==> src/verilog/alu_exec_pkg.sv <==
// Constants, opcodes and state layout for the execute block
package alu_exec_pkg;
	localparam int ADDR_W = 8;
	localparam int DATA_W = 32;

	// Register byte addresses
	localparam logic [7:0] REG_CTRL = 8'h00;
	localparam logic [7:0] REG_DST = 8'h04;
	localparam logic [7:0] REG_SRC = 8'h08;
	localparam logic [7:0] REG_IMM = 8'h0c;
	localparam logic [7:0] REG_FLAGS = 8'h10;
	localparam logic [7:0] REG_PC = 8'h14;
	localparam logic [7:0] REG_POINTER = 8'h18;
	localparam logic [7:0] REG_PAIR = 8'h1c;
	localparam logic [7:0] REG_TARGET = 8'h20;
	localparam logic [7:0] REG_STACK = 8'h24;
	localparam logic [7:0] REG_RESULT = 8'h28;
	localparam logic [7:0] REG_STATUS = 8'h2c;

	// Control word fields
	localparam int CTRL_OP_W = 6;
	localparam int CTRL_TWO_WORD_BIT = 8;
	localparam int CTRL_START_BIT = 31;

	// Flag register bit positions
	localparam int F_C = 0;
	localparam int F_Z = 1;
	localparam int F_N = 2;
	localparam int F_V = 3;
	localparam int F_S = 4;
	localparam int F_H = 5;
	localparam int F_T = 6;
	localparam int F_I = 7;

	localparam logic [7:0] ZERO_BYTE = 8'h00;
	localparam logic [7:0] MASK_FULL = 8'hff;
	localparam logic [15:0] ONE_WORD = 16'h0001;
	localparam logic [15:0] SKIP_SHORT = 16'h0002;
	localparam logic [15:0] SKIP_LONG = 16'h0003;

	// Cycle counts
	localparam logic [2:0] CYCLES_SINGLE = 3'h1;
	localparam logic [2:0] CYCLES_WORD = 3'h2;
	localparam logic [2:0] CYCLES_MUL = 3'h2;
	localparam logic [2:0] CYCLES_JUMP = 3'h2;
	localparam logic [2:0] CYCLES_BRANCH = 3'h2;
	localparam logic [2:0] CYCLES_SKIP_SHORT = 3'h2;
	localparam logic [2:0] CYCLES_SKIP_LONG = 3'h3;
	localparam logic [2:0] CYCLES_CALL = 3'h3;
	localparam logic [2:0] CYCLES_ABS_CALL = 3'h4;
	localparam logic [2:0] CYCLES_RETURN = 3'h4;

	typedef enum logic [5:0] {
		add_regs = 6'h00, add_carry = 6'h01, word_plus_immediate = 6'h02, diff_regs = 6'h03,
		difference_immediate = 6'h04, difference_with_borrow = 6'h05,
		difference_immediate_borrow = 6'h06, word_minus_immediate = 6'h07, conj_regs = 6'h08,
		conjunction_immediate = 6'h09, disj_regs = 6'h0a, disj_immediate = 6'h0b,
		exclusive_disjunction = 6'h0c, invert_bits = 6'h0d, arith_inverse = 6'h0e,
		set_mask_bits = 6'h0f, clear_mask_bits = 6'h10, zero_minus_test = 6'h11,
		product_unsigned = 6'h12, product_signed = 6'h13, product_mixed_sign = 6'h14,
		fraction_product_unsigned = 6'h15, fraction_product_signed = 6'h16,
		fraction_product_mixed = 6'h17, relative_goto = 6'h18, pointer_goto = 6'h19,
		relative_call = 6'h1a, pointer_call = 6'h1b, absolute_call = 6'h1c, routine_exit = 6'h1d,
		interrupt_exit = 6'h1e, equal_then_skip = 6'h1f, compare_regs = 6'h20,
		compare_with_borrow = 6'h21, compare_immediate = 6'h22, skip_reg_bit_clear = 6'h23,
		skip_reg_bit_set = 6'h24, skip_io_bit_clear = 6'h25, skip_io_bit_set = 6'h26,
		branch_flag_set = 6'h27, branch_flag_clear = 6'h28, branch_signed_ge = 6'h29,
		branch_signed_lt = 6'h2a, branch_unsigned_ge = 6'h2b, branch_unsigned_lt = 6'h2c,
		branch_half_carry = 6'h2d, branch_half_clear = 6'h2e, branch_transfer_set = 6'h2f,
		branch_transfer_clear = 6'h30, branch_overflow = 6'h31, branch_no_overflow = 6'h32
	} op_type;

	typedef enum logic [1:0] {idle = 2'b01, run = 2'b10} phase_type;

	typedef struct packed {
		phase_type phase;
		logic [1:0] remaining;
		logic [2:0] last_cycles;
		logic [5:0] op;
		logic two_word;
		logic [7:0] dst;
		logic [7:0] src;
		logic [11:0] imm;
		logic [7:0] flags;
		logic [15:0] pc;
		logic [15:0] pointer;
		logic [15:0] pair;
		logic [15:0] target;
		logic [15:0] stack;
		logic [15:0] result;
		logic [31:0] prdata;
		logic pready;
		logic pslverr;
	} state_type;

	localparam state_type STATE_RESET = '{phase: idle, default: '0};
endpackage

==> src/verilog/alu_branch_execute.sv <==
// Execute unit for arithmetic, logic, multiply, jump, skip and branch operations
`timescale 1ns/100ps
module alu_branch_execute (
	// Clock and reset
	input wire logic pclk,
	input wire logic presetn,
	// APB slave
	input wire logic psel,
	input wire logic penable,
	input wire logic pwrite,
	input wire logic [alu_exec_pkg::ADDR_W-1:0] paddr,
	input wire logic [alu_exec_pkg::DATA_W-1:0] pwdata,
	output logic [alu_exec_pkg::DATA_W-1:0] prdata,
	output logic pready,
	output logic pslverr
);
	import alu_exec_pkg::*;

	state_type s;
	state_type n;
	op_type op;
	logic wr;
	logic launch;
	logic busy;
	logic cin;
	logic nv;
	logic two_word;
	logic cond;
	logic [2:0] cyc;
	logic [7:0] a;
	logic [7:0] imm8;
	logic [7:0] r8;
	logic [7:0] pa;
	logic [7:0] pb;
	logic [15:0] word_k;
	logic [15:0] w;
	logic [15:0] p16;
	logic [15:0] rel_off;
	logic [15:0] br_off;
	logic [15:0] pc_inc;
	logic [2:0] bit_sel;
	logic signed [17:0] prod;

	assign prdata = s.prdata;
	assign pready = s.pready;
	assign pslverr = s.pslverr;

	assign op = op_type'(pwdata[CTRL_OP_W-1:0]);
	assign two_word = pwdata[CTRL_TWO_WORD_BIT];
	assign busy = (s.phase == run);
	assign a = s.dst;
	assign imm8 = s.imm[7:0];
	assign cin = s.flags[F_C];
	assign nv = s.flags[F_N] ^ s.flags[F_V];
	assign bit_sel = s.imm[10:8];
	assign word_k = {10'h000, s.imm[5:0]};
	assign rel_off = {{4{s.imm[11]}}, s.imm};
	assign br_off = {{9{s.imm[6]}}, s.imm[6:0]};
	assign pc_inc = s.pc + ONE_WORD;
	assign wr = psel & penable & s.pready & pwrite & ~s.pslverr;
	assign launch = wr & (paddr == REG_CTRL) & pwdata[CTRL_START_BIT];

	// Sign extension per operand picks one multiplier for all six kinds
	assign pa = a;
	assign pb = s.src;
	always_comb begin
		logic sa;
		logic sb;
		sa = 1'b0;
		sb = 1'b0;
		sa = op inside {product_signed, product_mixed_sign, fraction_product_signed,
			fraction_product_mixed};
		sb = op inside {product_signed, fraction_product_signed};
		prod = $signed({sa & pa[7], pa}) * $signed({sb & pb[7], pb});
	end
	assign p16 = prod[15:0];

	function automatic logic [7:0] arith_flags(input logic [7:0] f, input logic [7:0] x,
		input logic [7:0] y, input logic [7:0] r, input logic sub, input logic chain);
		logic [7:0] o;
		logic h;
		logic v;
		logic c;
		o = f;
		if (sub) begin
			h = (~x[3] & y[3]) | (y[3] & r[3]) | (r[3] & ~x[3]);
			v = (x[7] & ~y[7] & ~r[7]) | (~x[7] & y[7] & r[7]);
			c = (~x[7] & y[7]) | (y[7] & r[7]) | (r[7] & ~x[7]);
		end else begin
			h = (x[3] & y[3]) | (y[3] & ~r[3]) | (~r[3] & x[3]);
			v = (x[7] & y[7] & ~r[7]) | (~x[7] & ~y[7] & r[7]);
			c = (x[7] & y[7]) | (y[7] & ~r[7]) | (~r[7] & x[7]);
		end
		o[F_H] = h;
		o[F_V] = v;
		o[F_C] = c;
		o[F_N] = r[7];
		// Chained zero lets multi-byte results report zero only if all bytes are
		o[F_Z] = (r == ZERO_BYTE) & (~chain | f[F_Z]);
		return o;
	endfunction

	function automatic logic [7:0] logic_flags(input logic [7:0] f, input logic [7:0] r);
		logic [7:0] o;
		o = f;
		o[F_Z] = (r == ZERO_BYTE);
		o[F_N] = r[7];
		o[F_V] = 1'b0;
		return o;
	endfunction

	always_comb begin
		n = s;
		r8 = a;
		w = s.pair;
		cond = 1'b0;
		cyc = CYCLES_SINGLE;
		n.pready = psel & ~penable;
		// Read data is captured in the setup cycle, one wait-free access follows
		if (psel & ~penable) begin
			n.pslverr = 1'b0;
			case (paddr)
				REG_CTRL: n.prdata = {23'h000000, s.two_word, 2'h0, s.op};
				REG_DST: n.prdata = {24'h000000, s.dst};
				REG_SRC: n.prdata = {24'h000000, s.src};
				REG_IMM: n.prdata = {20'h00000, s.imm};
				REG_FLAGS: n.prdata = {24'h000000, s.flags};
				REG_PC: n.prdata = {16'h0000, s.pc};
				REG_POINTER: n.prdata = {16'h0000, s.pointer};
				REG_PAIR: n.prdata = {16'h0000, s.pair};
				REG_TARGET: n.prdata = {16'h0000, s.target};
				REG_STACK: n.prdata = {16'h0000, s.stack};
				REG_RESULT: n.prdata = {16'h0000, s.result};
				REG_STATUS: n.prdata = {25'h0000000, s.last_cycles, 3'h0, busy};
				default: begin
					n.prdata = '0;
					n.pslverr = 1'b1;
				end
			endcase
			// A start while busy would lose the running count, so refuse it
			if (pwrite & (paddr == REG_CTRL) & pwdata[CTRL_START_BIT] & busy) begin
				n.pslverr = 1'b1;
			end
		end
		if (wr) begin
			case (paddr)
				REG_CTRL: begin
					n.op = pwdata[CTRL_OP_W-1:0];
					n.two_word = two_word;
				end
				REG_DST: n.dst = pwdata[7:0];
				REG_SRC: n.src = pwdata[7:0];
				REG_IMM: n.imm = pwdata[11:0];
				REG_FLAGS: n.flags = pwdata[7:0];
				REG_PC: n.pc = pwdata[15:0];
				REG_POINTER: n.pointer = pwdata[15:0];
				REG_PAIR: n.pair = pwdata[15:0];
				REG_TARGET: n.target = pwdata[15:0];
				REG_STACK: n.stack = pwdata[15:0];
				default: ;
			endcase
		end
		case (op)
			add_regs: r8 = a + s.src;
			add_carry: r8 = a + s.src + {7'h00, cin};
			diff_regs, compare_regs: r8 = a - s.src;
			difference_immediate, compare_immediate: r8 = a - imm8;
			difference_with_borrow, compare_with_borrow: r8 = a - s.src - {7'h00, cin};
			difference_immediate_borrow: r8 = a - imm8 - {7'h00, cin};
			conj_regs: r8 = a & s.src;
			conjunction_immediate: r8 = a & imm8;
			disj_regs: r8 = a | s.src;
			disj_immediate, set_mask_bits: r8 = a | imm8;
			exclusive_disjunction: r8 = a ^ s.src;
			invert_bits: r8 = MASK_FULL - a;
			arith_inverse: r8 = ZERO_BYTE - a;
			clear_mask_bits: r8 = a & (MASK_FULL - imm8);
			zero_minus_test: r8 = a & a;
			word_plus_immediate: w = s.pair + word_k;
			word_minus_immediate: w = s.pair - word_k;
			default: r8 = a;
		endcase
		case (op)
			equal_then_skip: cond = (a == s.src);
			skip_reg_bit_clear, skip_io_bit_clear: cond = ~s.src[bit_sel];
			skip_reg_bit_set, skip_io_bit_set: cond = s.src[bit_sel];
			branch_flag_set: cond = s.flags[bit_sel];
			branch_flag_clear: cond = ~s.flags[bit_sel];
			branch_signed_ge: cond = ~nv;
			branch_signed_lt: cond = nv;
			branch_unsigned_ge: cond = ~cin;
			branch_unsigned_lt: cond = cin;
			branch_half_carry: cond = s.flags[F_H];
			branch_half_clear: cond = ~s.flags[F_H];
			branch_transfer_set: cond = s.flags[F_T];
			branch_transfer_clear: cond = ~s.flags[F_T];
			branch_overflow: cond = s.flags[F_V];
			branch_no_overflow: cond = ~s.flags[F_V];
			default: cond = 1'b0;
		endcase
		case (s.phase)
			idle: begin
				if (launch) begin
					n.pc = pc_inc;
					case (op)
						add_regs, add_carry: begin
							n.dst = r8;
							n.flags = arith_flags(s.flags, a, s.src, r8, 1'b0, 1'b0);
						end
						diff_regs, difference_with_borrow: begin
							n.dst = r8;
							n.flags = arith_flags(s.flags, a, s.src, r8, 1'b1,
								op == difference_with_borrow);
						end
						difference_immediate, difference_immediate_borrow: begin
							n.dst = r8;
							n.flags = arith_flags(s.flags, a, imm8, r8, 1'b1,
								op == difference_immediate_borrow);
						end
						compare_regs, compare_with_borrow: begin
							n.flags = arith_flags(s.flags, a, s.src, r8, 1'b1,
								op == compare_with_borrow);
						end
						compare_immediate: n.flags = arith_flags(s.flags, a, imm8, r8, 1'b1, 1'b0);
						arith_inverse: begin
							n.dst = r8;
							n.flags = arith_flags(s.flags, ZERO_BYTE, a, r8, 1'b1, 1'b0);
						end
						conj_regs, conjunction_immediate, disj_regs, disj_immediate,
						exclusive_disjunction, set_mask_bits, clear_mask_bits,
						zero_minus_test: begin
							n.dst = r8;
							n.flags = logic_flags(s.flags, r8);
						end
						invert_bits: begin
							n.dst = r8;
							n.flags = logic_flags(s.flags, r8);
							n.flags[F_C] = 1'b1;
						end
						word_plus_immediate, word_minus_immediate: begin
							cyc = CYCLES_WORD;
							n.pair = w;
							n.flags[F_Z] = (w == 16'h0000);
							n.flags[F_N] = w[15];
							if (op == word_plus_immediate) begin
								n.flags[F_V] = ~s.pair[15] & w[15];
								n.flags[F_C] = ~w[15] & s.pair[15];
								n.flags[F_S] = w[15] ^ (~s.pair[15] & w[15]);
							end else begin
								n.flags[F_V] = s.pair[15] & ~w[15];
								n.flags[F_C] = w[15] & ~s.pair[15];
								n.flags[F_S] = w[15] ^ (s.pair[15] & ~w[15]);
							end
						end
						product_unsigned, product_signed, product_mixed_sign: begin
							cyc = CYCLES_MUL;
							n.result = p16;
							n.flags[F_C] = p16[15];
							n.flags[F_Z] = (p16 == 16'h0000);
						end
						fraction_product_unsigned, fraction_product_signed,
						fraction_product_mixed: begin
							cyc = CYCLES_MUL;
							n.result = {p16[14:0], 1'b0};
							n.flags[F_C] = p16[15];
							n.flags[F_Z] = ({p16[14:0], 1'b0} == 16'h0000);
						end
						relative_goto: begin
							cyc = CYCLES_JUMP;
							n.pc = pc_inc + rel_off;
						end
						pointer_goto: begin
							cyc = CYCLES_JUMP;
							n.pc = s.pointer;
						end
						relative_call, pointer_call, absolute_call: begin
							n.stack = pc_inc;
							cyc = (op == absolute_call) ? CYCLES_ABS_CALL : CYCLES_CALL;
							if (op == relative_call) begin
								n.pc = pc_inc + rel_off;
							end else if (op == pointer_call) begin
								n.pc = s.pointer;
							end else begin
								n.pc = s.target;
							end
						end
						routine_exit, interrupt_exit: begin
							cyc = CYCLES_RETURN;
							n.pc = s.stack;
							if (op == interrupt_exit) begin
								n.flags[F_I] = 1'b1;
							end
						end
						equal_then_skip, skip_reg_bit_clear, skip_reg_bit_set,
						skip_io_bit_clear, skip_io_bit_set: begin
							if (cond) begin
								n.pc = s.pc + (two_word ? SKIP_LONG : SKIP_SHORT);
								cyc = two_word ? CYCLES_SKIP_LONG : CYCLES_SKIP_SHORT;
							end
						end
						branch_flag_set, branch_flag_clear, branch_signed_ge, branch_signed_lt,
						branch_unsigned_ge, branch_unsigned_lt, branch_half_carry,
						branch_half_clear, branch_transfer_set, branch_transfer_clear,
						branch_overflow, branch_no_overflow: begin
							if (cond) begin
								n.pc = pc_inc + br_off;
								cyc = CYCLES_BRANCH;
							end
						end
						default: ;
					endcase
					n.last_cycles = cyc;
					n.remaining = 2'(cyc - CYCLES_SINGLE);
					n.phase = (cyc > CYCLES_SINGLE) ? run : idle;
				end
			end
			// Results are visible at once; busy only models the cycle cost
			run: begin
				n.remaining = s.remaining - 2'h1;
				if (s.remaining == 2'h1) begin
					n.phase = idle;
				end
			end
			default: n.phase = idle;
		endcase
	end

	always_ff @(posedge pclk or negedge presetn) begin
		if (!presetn) begin
			s <= STATE_RESET;
		end else begin
			s <= n;
		end
	end

	property p_add;
		@(posedge pclk) disable iff (!presetn)
		launch && op == add_regs |=> s.dst == 8'($past(a) + $past(s.src)) && s.phase == idle;
	endproperty
	a_add: assert property (p_add) else $error("add result wrong");

	property p_word;
		@(posedge pclk) disable iff (!presetn)
		launch && op == word_plus_immediate |=>
			s.pair == 16'($past(s.pair) + $past(word_k)) && s.phase == run ##1 s.phase == idle;
	endproperty
	a_word: assert property (p_word) else $error("word add wrong");

	property p_sub;
		@(posedge pclk) disable iff (!presetn)
		launch && op == diff_regs |=> s.dst == 8'($past(a) - $past(s.src));
	endproperty
	a_sub: assert property (p_sub) else $error("difference wrong");

	property p_logic_carry;
		@(posedge pclk) disable iff (!presetn)
		launch && op inside {conj_regs, disj_regs, exclusive_disjunction} |=>
			s.flags[F_C] == $past(cin) && !s.flags[F_V];
	endproperty
	a_logic_carry: assert property (p_logic_carry) else $error("logic flags wrong");

	property p_clear_mask;
		@(posedge pclk) disable iff (!presetn)
		launch && op == clear_mask_bits |=> s.dst == ($past(a) & ~$past(imm8));
	endproperty
	a_clear_mask: assert property (p_clear_mask) else $error("mask clear wrong");

	property p_product;
		@(posedge pclk) disable iff (!presetn)
		launch && op == fraction_product_unsigned |=>
			s.result == 16'((16'($past(a)) * 16'($past(s.src))) << 1) ##1 s.phase == idle;
	endproperty
	a_product: assert property (p_product) else $error("fraction product wrong");

	property p_rel_goto;
		@(posedge pclk) disable iff (!presetn)
		launch && op == relative_goto |=>
			s.pc == 16'($past(s.pc) + $past(rel_off) + ONE_WORD) && s.phase == run;
	endproperty
	a_rel_goto: assert property (p_rel_goto) else $error("relative goto wrong");

	property p_call;
		@(posedge pclk) disable iff (!presetn)
		launch && op == pointer_call |=> s.pc == $past(s.pointer) && s.phase == run
			##1 s.phase == run ##1 s.phase == idle;
	endproperty
	a_call: assert property (p_call) else $error("pointer call wrong");

	property p_skip;
		@(posedge pclk) disable iff (!presetn)
		launch && op == equal_then_skip && a == s.src && !two_word |=>
			s.pc == 16'($past(s.pc) + SKIP_SHORT) && s.last_cycles == CYCLES_SKIP_SHORT;
	endproperty
	a_skip: assert property (p_skip) else $error("skip wrong");

	property p_compare;
		@(posedge pclk) disable iff (!presetn)
		launch && op == compare_regs |=>
			s.dst == $past(a) && s.flags[F_Z] == ($past(a) == $past(s.src));
	endproperty
	a_compare: assert property (p_compare) else $error("compare wrong");

	property p_signed_ge;
		@(posedge pclk) disable iff (!presetn)
		launch && op == branch_signed_ge |=> s.pc == ($past(nv) ? $past(pc_inc) :
			16'($past(pc_inc) + $past(br_off)));
	endproperty
	a_signed_ge: assert property (p_signed_ge) else $error("signed branch wrong");
endmodule // alu_branch_execute

==> config.mk <==
export PLATFORM = sky130hd
export DESIGN_NAME = alu_branch_execute
export DESIGN_NICKNAME = d
export VERILOG_FILES = /design/src/verilog/alu_exec_pkg.sv /design/src/verilog/alu_branch_execute.sv
export SDC_FILE = /design/constraint.sdc
export NUM_CORES = 1
export LEC_CHECK = 0
export BUFFER_PORTS_ARGS = -buffer_cell sky130_fd_sc_hd__buf_4
export CAP_MARGIN = 20
export CORE_MARGIN = 4
export CORE_UTILIZATION = 40
export CTS_CLUSTER_DIAMETER = 120
export CTS_CLUSTER_SIZE = 10
export DETAILED_ROUTE_END_ITERATION = 10
export GPL_TIMING_DRIVEN = 0
export PLACE_DENSITY = 0.54
export SYNTH_ARGS = -nofsm -noshare
export SYNTH_HDL_FRONTEND = slang
export SYNTH_SLANG_ARGS = --single-unit
==> constraint.sdc <==
create_clock -name pclk -period 13.5 [get_ports pclk]
set_input_delay 1.35 -clock pclk [delete_from_list [all_inputs] [get_ports pclk]]
set_output_delay 1.35 -clock pclk [all_outputs]
set_load 0.01 [all_outputs]
[After elaboration in Yosys (flattened, before gate mapping)]
Cells that the tools add are included.
Storage, ports and cells
  flip-flop bits (word level): 180
  input bits: 45
  output and inout port bits: 34
Cells by class
  add/sub/neg operators: 17
  multipliers: 1
  magnitude comparators: 2
  equality and inequality tests: 74
  mux-type cells: 57
  bitwise operators: 96
  reductions and logical operators: 45
Operator list (count)
  16-bit two-way mux: 13
  16-bit case mux with 12 select lines: 1
  8-bit case mux with 15 select lines: 1
  116-bit two-way mux: 1
  6-bit equality test, second input constant: 19
  6-bit by 5-bit equality test with 1-bit output, second input constant: 16
  16-bit case mux with 6 select lines: 1
  32-bit two-way mux: 2
  16-bit case mux with 2 select lines: 2
  6-bit by 4-bit equality test with 1-bit output, second input constant: 8
  24-bit two-way mux: 2
  8-bit two-way mux: 6
  1-bit bitwise AND: 44
  16-bit adder: 2
  8-bit bitwise AND: 4
  8-bit by 5-bit equality test with 1-bit output, second input constant: 4
  8-bit by 6-bit equality test with 1-bit output, second input constant: 4
  16-bit zero test: 2
  6-bit by 3-bit equality test with 1-bit output, second input constant: 4
  12-bit OR reduction: 2
  2-bit OR reduction: 12
  1-bit OR: 22
  2-bit case mux with 11 select lines: 1
  3-bit inequality test, second input constant: 7
  55 further kinds: 112

[Longest topological paths before layout]
  depth in word-level cells: 12
  gate-level depth with buffers: 26

[Least setup slack after synthesis]
OpenSTA, ideal clock, no wires.
  path kind: input port to flip-flop
  start: in pwdata[4] (netlist name)
  end: reg s[131] (netlist name)
  library setup time: 0.110 ns
  data arrival time: 6.802 ns
  slack: 6.588 ns
  stages on the path: 24
  buffers on the path: 3
  cell sequence: buf_2 buf_2 nor3b_1 a21boi_0 and2_1 clkbuf_1 nand2_1 fa_1 fa_1 inv_1 fa_1 fa_1 inv_1 fa_1 inv_1 ha_1 a21oi_1 xnor2_1 or4_1 nor4_1 nand4_1 a21oi_1 a31oi_1 o41ai_1
RTL lines
  start: declaration: RTL line alu_branch_execute.sv:12  | input wire logic [alu_exec_pkg::DATA_W-1:0] pwdata,
  end signal: assignment: RTL line alu_branch_execute.sv:332  | s <= n;
  end: declaration: RTL line alu_branch_execute.sv:19  | state_type s;

==> out/results.ini <==
[grt]
grtUsageTotal_pct=32.7
grt.overflow.total=0
grt_pass1_wl_um=115000
grt_max_degree=87
grt_pass1_vias=17200
antenna_found_initial=3

[critical_path]
slowest_delay_ns=0.72
worstPathCellList=buf_4 -> buf_2 -> buf_2 -> nor3b_1 -> a21boi_0 -> and2_1 -> clkbuf_1 -> nand2_1 -> fa_1 -> inv_1 -> fa_1 -> fa_1 -> fa_1 -> ha_1 -> ha_1 -> or2_2 -> a21oi_1 -> o31ai_1 -> xnor2_1 -> nand2_1 -> nand4_1 -> a21oi_1 -> a31oi_1 -> o41ai_1
critPathLaunchType=primary input
cpMostUsedCell=fa_1
critPathCaptureType=flip-flop
cp.required_ns=13.80
critPathArrivalTime_ns=8.98
critPathMaxFanout=10
critPathKind=primary input to flip-flop
slowest_stage=fa_1

[route]
avgViaCountPerCell=6.28
met3_length_um=7930
wl_met1_um=32200
met2WireLength_um=34300
top_layer_used=met5
drcViolationCount=0
num_vias=17500
drt_wl_total_um=78100
drt-wirelength-per-cell_um=28.1
first_pass_iters=8
drt_iter0_markers=1623
ant_nets=0

[cells_and_area]
final_nets=2408
num_antenna_cells=0
drive_gt1_share_pct=9.74
fillerInstances=4413
syn_to_final_growth_pct=10.4
final_cell_area_um2=19300

[floorplan]
dieArea_um2=47000
die_w_um=217
die_y_um=217
num_rows=76
num_io_pins=79
core_um2=43100
initial_core_util_pct=40.5

[placement]
port_buffers=46
dpl_cell_area_um2=18600
dpl.hpwl_um=61700
globalplace.congestion=0.997

[sta]
finalHoldViolations=0
skew_ns=0.0120
worst_slew_pin_slew_ns=1.09
setup_viol=0
clock.fmax_mhz=115
fin_setup_tns_ns=0
slew_violations=0
min_period_over_period_pct=64.3
rsz0062_at_grt=false
period_minus_slack_ns=8.68
relSlewSlack_pct=26.6

[logic_synthesis]
postSynthCellCount=2096
async_reset_ff_share_pct=100
ys_types=85
yosysSeqAreaShare_pct=23.5
synthesis.area_per_instance_um2=8.32
ys_warn_count=0
synth_enable_flop_cells=0
synth_area_um2=17400
synth_flop_cell=dfrtp_1
ys_seq_elements=164

[cts]
insertion_delay_ns=0.46
cts.sinks=164
cts_buffer_depth=2
ctsResizeCount=0
clk_pin_slew_ns=0.07
numCtsBuffers=17
root_buffer=clkbuf_16
cts_tree=built
h-tree-depth=4
postCtsSetupRepairBufs=0
ctsHoldBuffers=0

[pwr]
vdd_drop_max_mv=0.0807
p_per_area_nw_per_um2=59.2
finalPower_uw=1140
p_leak_uw=0.00872

[run_status]
status=finished, final reports clean

[worst_hold_path]
hold_path.class=flip-flop to flip-flop

[run]
cap_violations=0

## metrics by stage
stage	cells	util (%)	worst slack (ns)	hold WS [ns]
CTS	2780	44.7	4.95	0.488
global placement	2742	43.1	4.52	0.465
global route	2781	44.7	4.28	0.507
detailed placement	2748	43.3	4.53	0.472
finish	2781	44.7	4.82	0.480
floorplan	2111	-	6.59	0.440
## layout by cell type, fill, tap and decap left out, types with 33 or more instances in the layout
cell / netlist / final
a211oi_1: 42 / 42
a21oi_1: 114 / 114
a221oi_1: 35 / 35
a22o_1: 34 / 34
a22oi_1: 34 / 34
buf_4: 34 / 82
clkbuf_1: 93 / 93
dfrtp_1: 163 / 163
fa_1: 68 / 68
ha_1: 112 / 112
inv_1: 119 / 119
mux2_2: 49 / 49
mux2i_1: 58 / 58
nand2_1: 215 / 215
nand3_1: 62 / 62
nor2_1: 159 / 159
nor3_1: 46 / 46
o21ai_0: 74 / 74
o21ai_1: 53 / 53
xnor2_1: 72 / 72
xor2_1: 33 / 33
## Yosys cell counts, types with 7 or more instances
master	count	area (um^2)
nand3b_1	7	52.6
buf_2	19	95.1
xor2_1	33	289
and2_1	23	144
nand2b_1	24	150
o2111ai_1	10	87.6
nor2_1	159	597
a21oi_1	114	571
nor3b_1	9	67.6
a211o_1	7	61.3
nor2b_1	17	106
o21ai_0	74	370
a22oi_1	34	255
o31ai_1	8	60.1
o22ai_1	16	100
a221oi_1	35	307
nand4_1	16	100
clkbuf_1	93	349
or2_1	8	50.1
inv_1	119	447
a222oi_1	15	150
buf_4	34	255
a31oi_1	16	100
a21o_1	18	135
o21ai_1	53	265
fa_1	68	1360
mux2_2	49	552
o211ai_1	19	143
and3_1	30	188
inv_2	8	30.0
ha_1	112	1400
nor4_1	10	62.6
xnor2_1	72	631
dfrtp_1	163	4080
mux2i_1	58	581
o21a_1	14	105
o31a_1	9	78.8
nand3_1	62	310
a211oi_1	42	315
or4_1	8	60.1
or3_1	14	87.6
a22o_1	34	298
nand2_1	215	807
nor3_1	46	230
## registers in the layout, indices dropped and copies added, names as in the netlist
register / flops
a: 8
bit_sel: 3
br_off: 7
cin: 1
imm8: 1
pb: 8
prdata: 16
pready: 1
pslverr: 1
rel_off: 1
s: 117
## where the power goes
part | internal [uW] | switching [uW] | total, uW
Clock | 284 | 238 | 521
Combinational | 35.2 | 90.5 | 126
Sequential | 492 | 1.48 | 493
## routing by layer
layer | global-route usage (%) | up-vias
met1 | 43.5 | 8574
met4 | 13.7 | 4
li1 | - | 7746
met3 | 8.42 | 187
met5 | 0 | -
met2 | 50.8 | 964
## cell families (layout without fill, tap and decap cells)
logic type               Yosys count  after routing  synth area share [%]
other                              1             16                0.0215
XOR/XNOR                         105            105                  5.27
multiplexers                     111            111                  7.01
AO/OA/AOI/OAI                    583            583                  22.9
flip-flops                       164            164                  23.5
adder cells (fa/ha/maj)          180            180                  15.8
AND/OR/NAND/NOR                  673            673                  18.5
buffers and inverters            279            364                  6.87
## critical path, delay by kind of cell
family                   cells  cell delay (ns)
AO/OA/AOI/OAI                6             1.87
XOR/XNOR                     1             0.32
adder cells (fa/ha/maj)      6             2.84
AND/OR/NAND/NOR              6             1.63
buffers and inverters        5             0.96
## cell type report
| cell class | instances | area [um^2] | share of cell area [%] |
|---|---|---|---|
| sequential | 164 | 4110 | 21.3 |
| inverter | 128 | 480 | 2.50 |
| multi-input combinational | 1668 | 12200 | 63.3 |
| clock buffer | 18 | 439 | 2.28 |
| clock inverter | 14 | 165 | 0.858 |
| timing repair buffer | 53 | 418 | 2.17 |
| tap | 585 | 732 | 3.80 |
| buffer | 151 | 718 | 3.73 |
## path summary, 6_finish.rpt
kind | startpoint | to | slack (ns) | cells past startpoint
max reg2reg | a[7] | s[131] | 6.16 | 20
min reg2reg | prdata[3] | prdata[3] | 0.48 | 2
max | pwdata[4] | s[131] | 4.82 | 24
min | prdata[3] | prdata[3] | 0.48 | 2
min in group asynchronous | presetn | s[84] | 0.90 | 1
max in group asynchronous | presetn | s[135] | 11.70 | 2
Power figures use the tool's default switching activity.
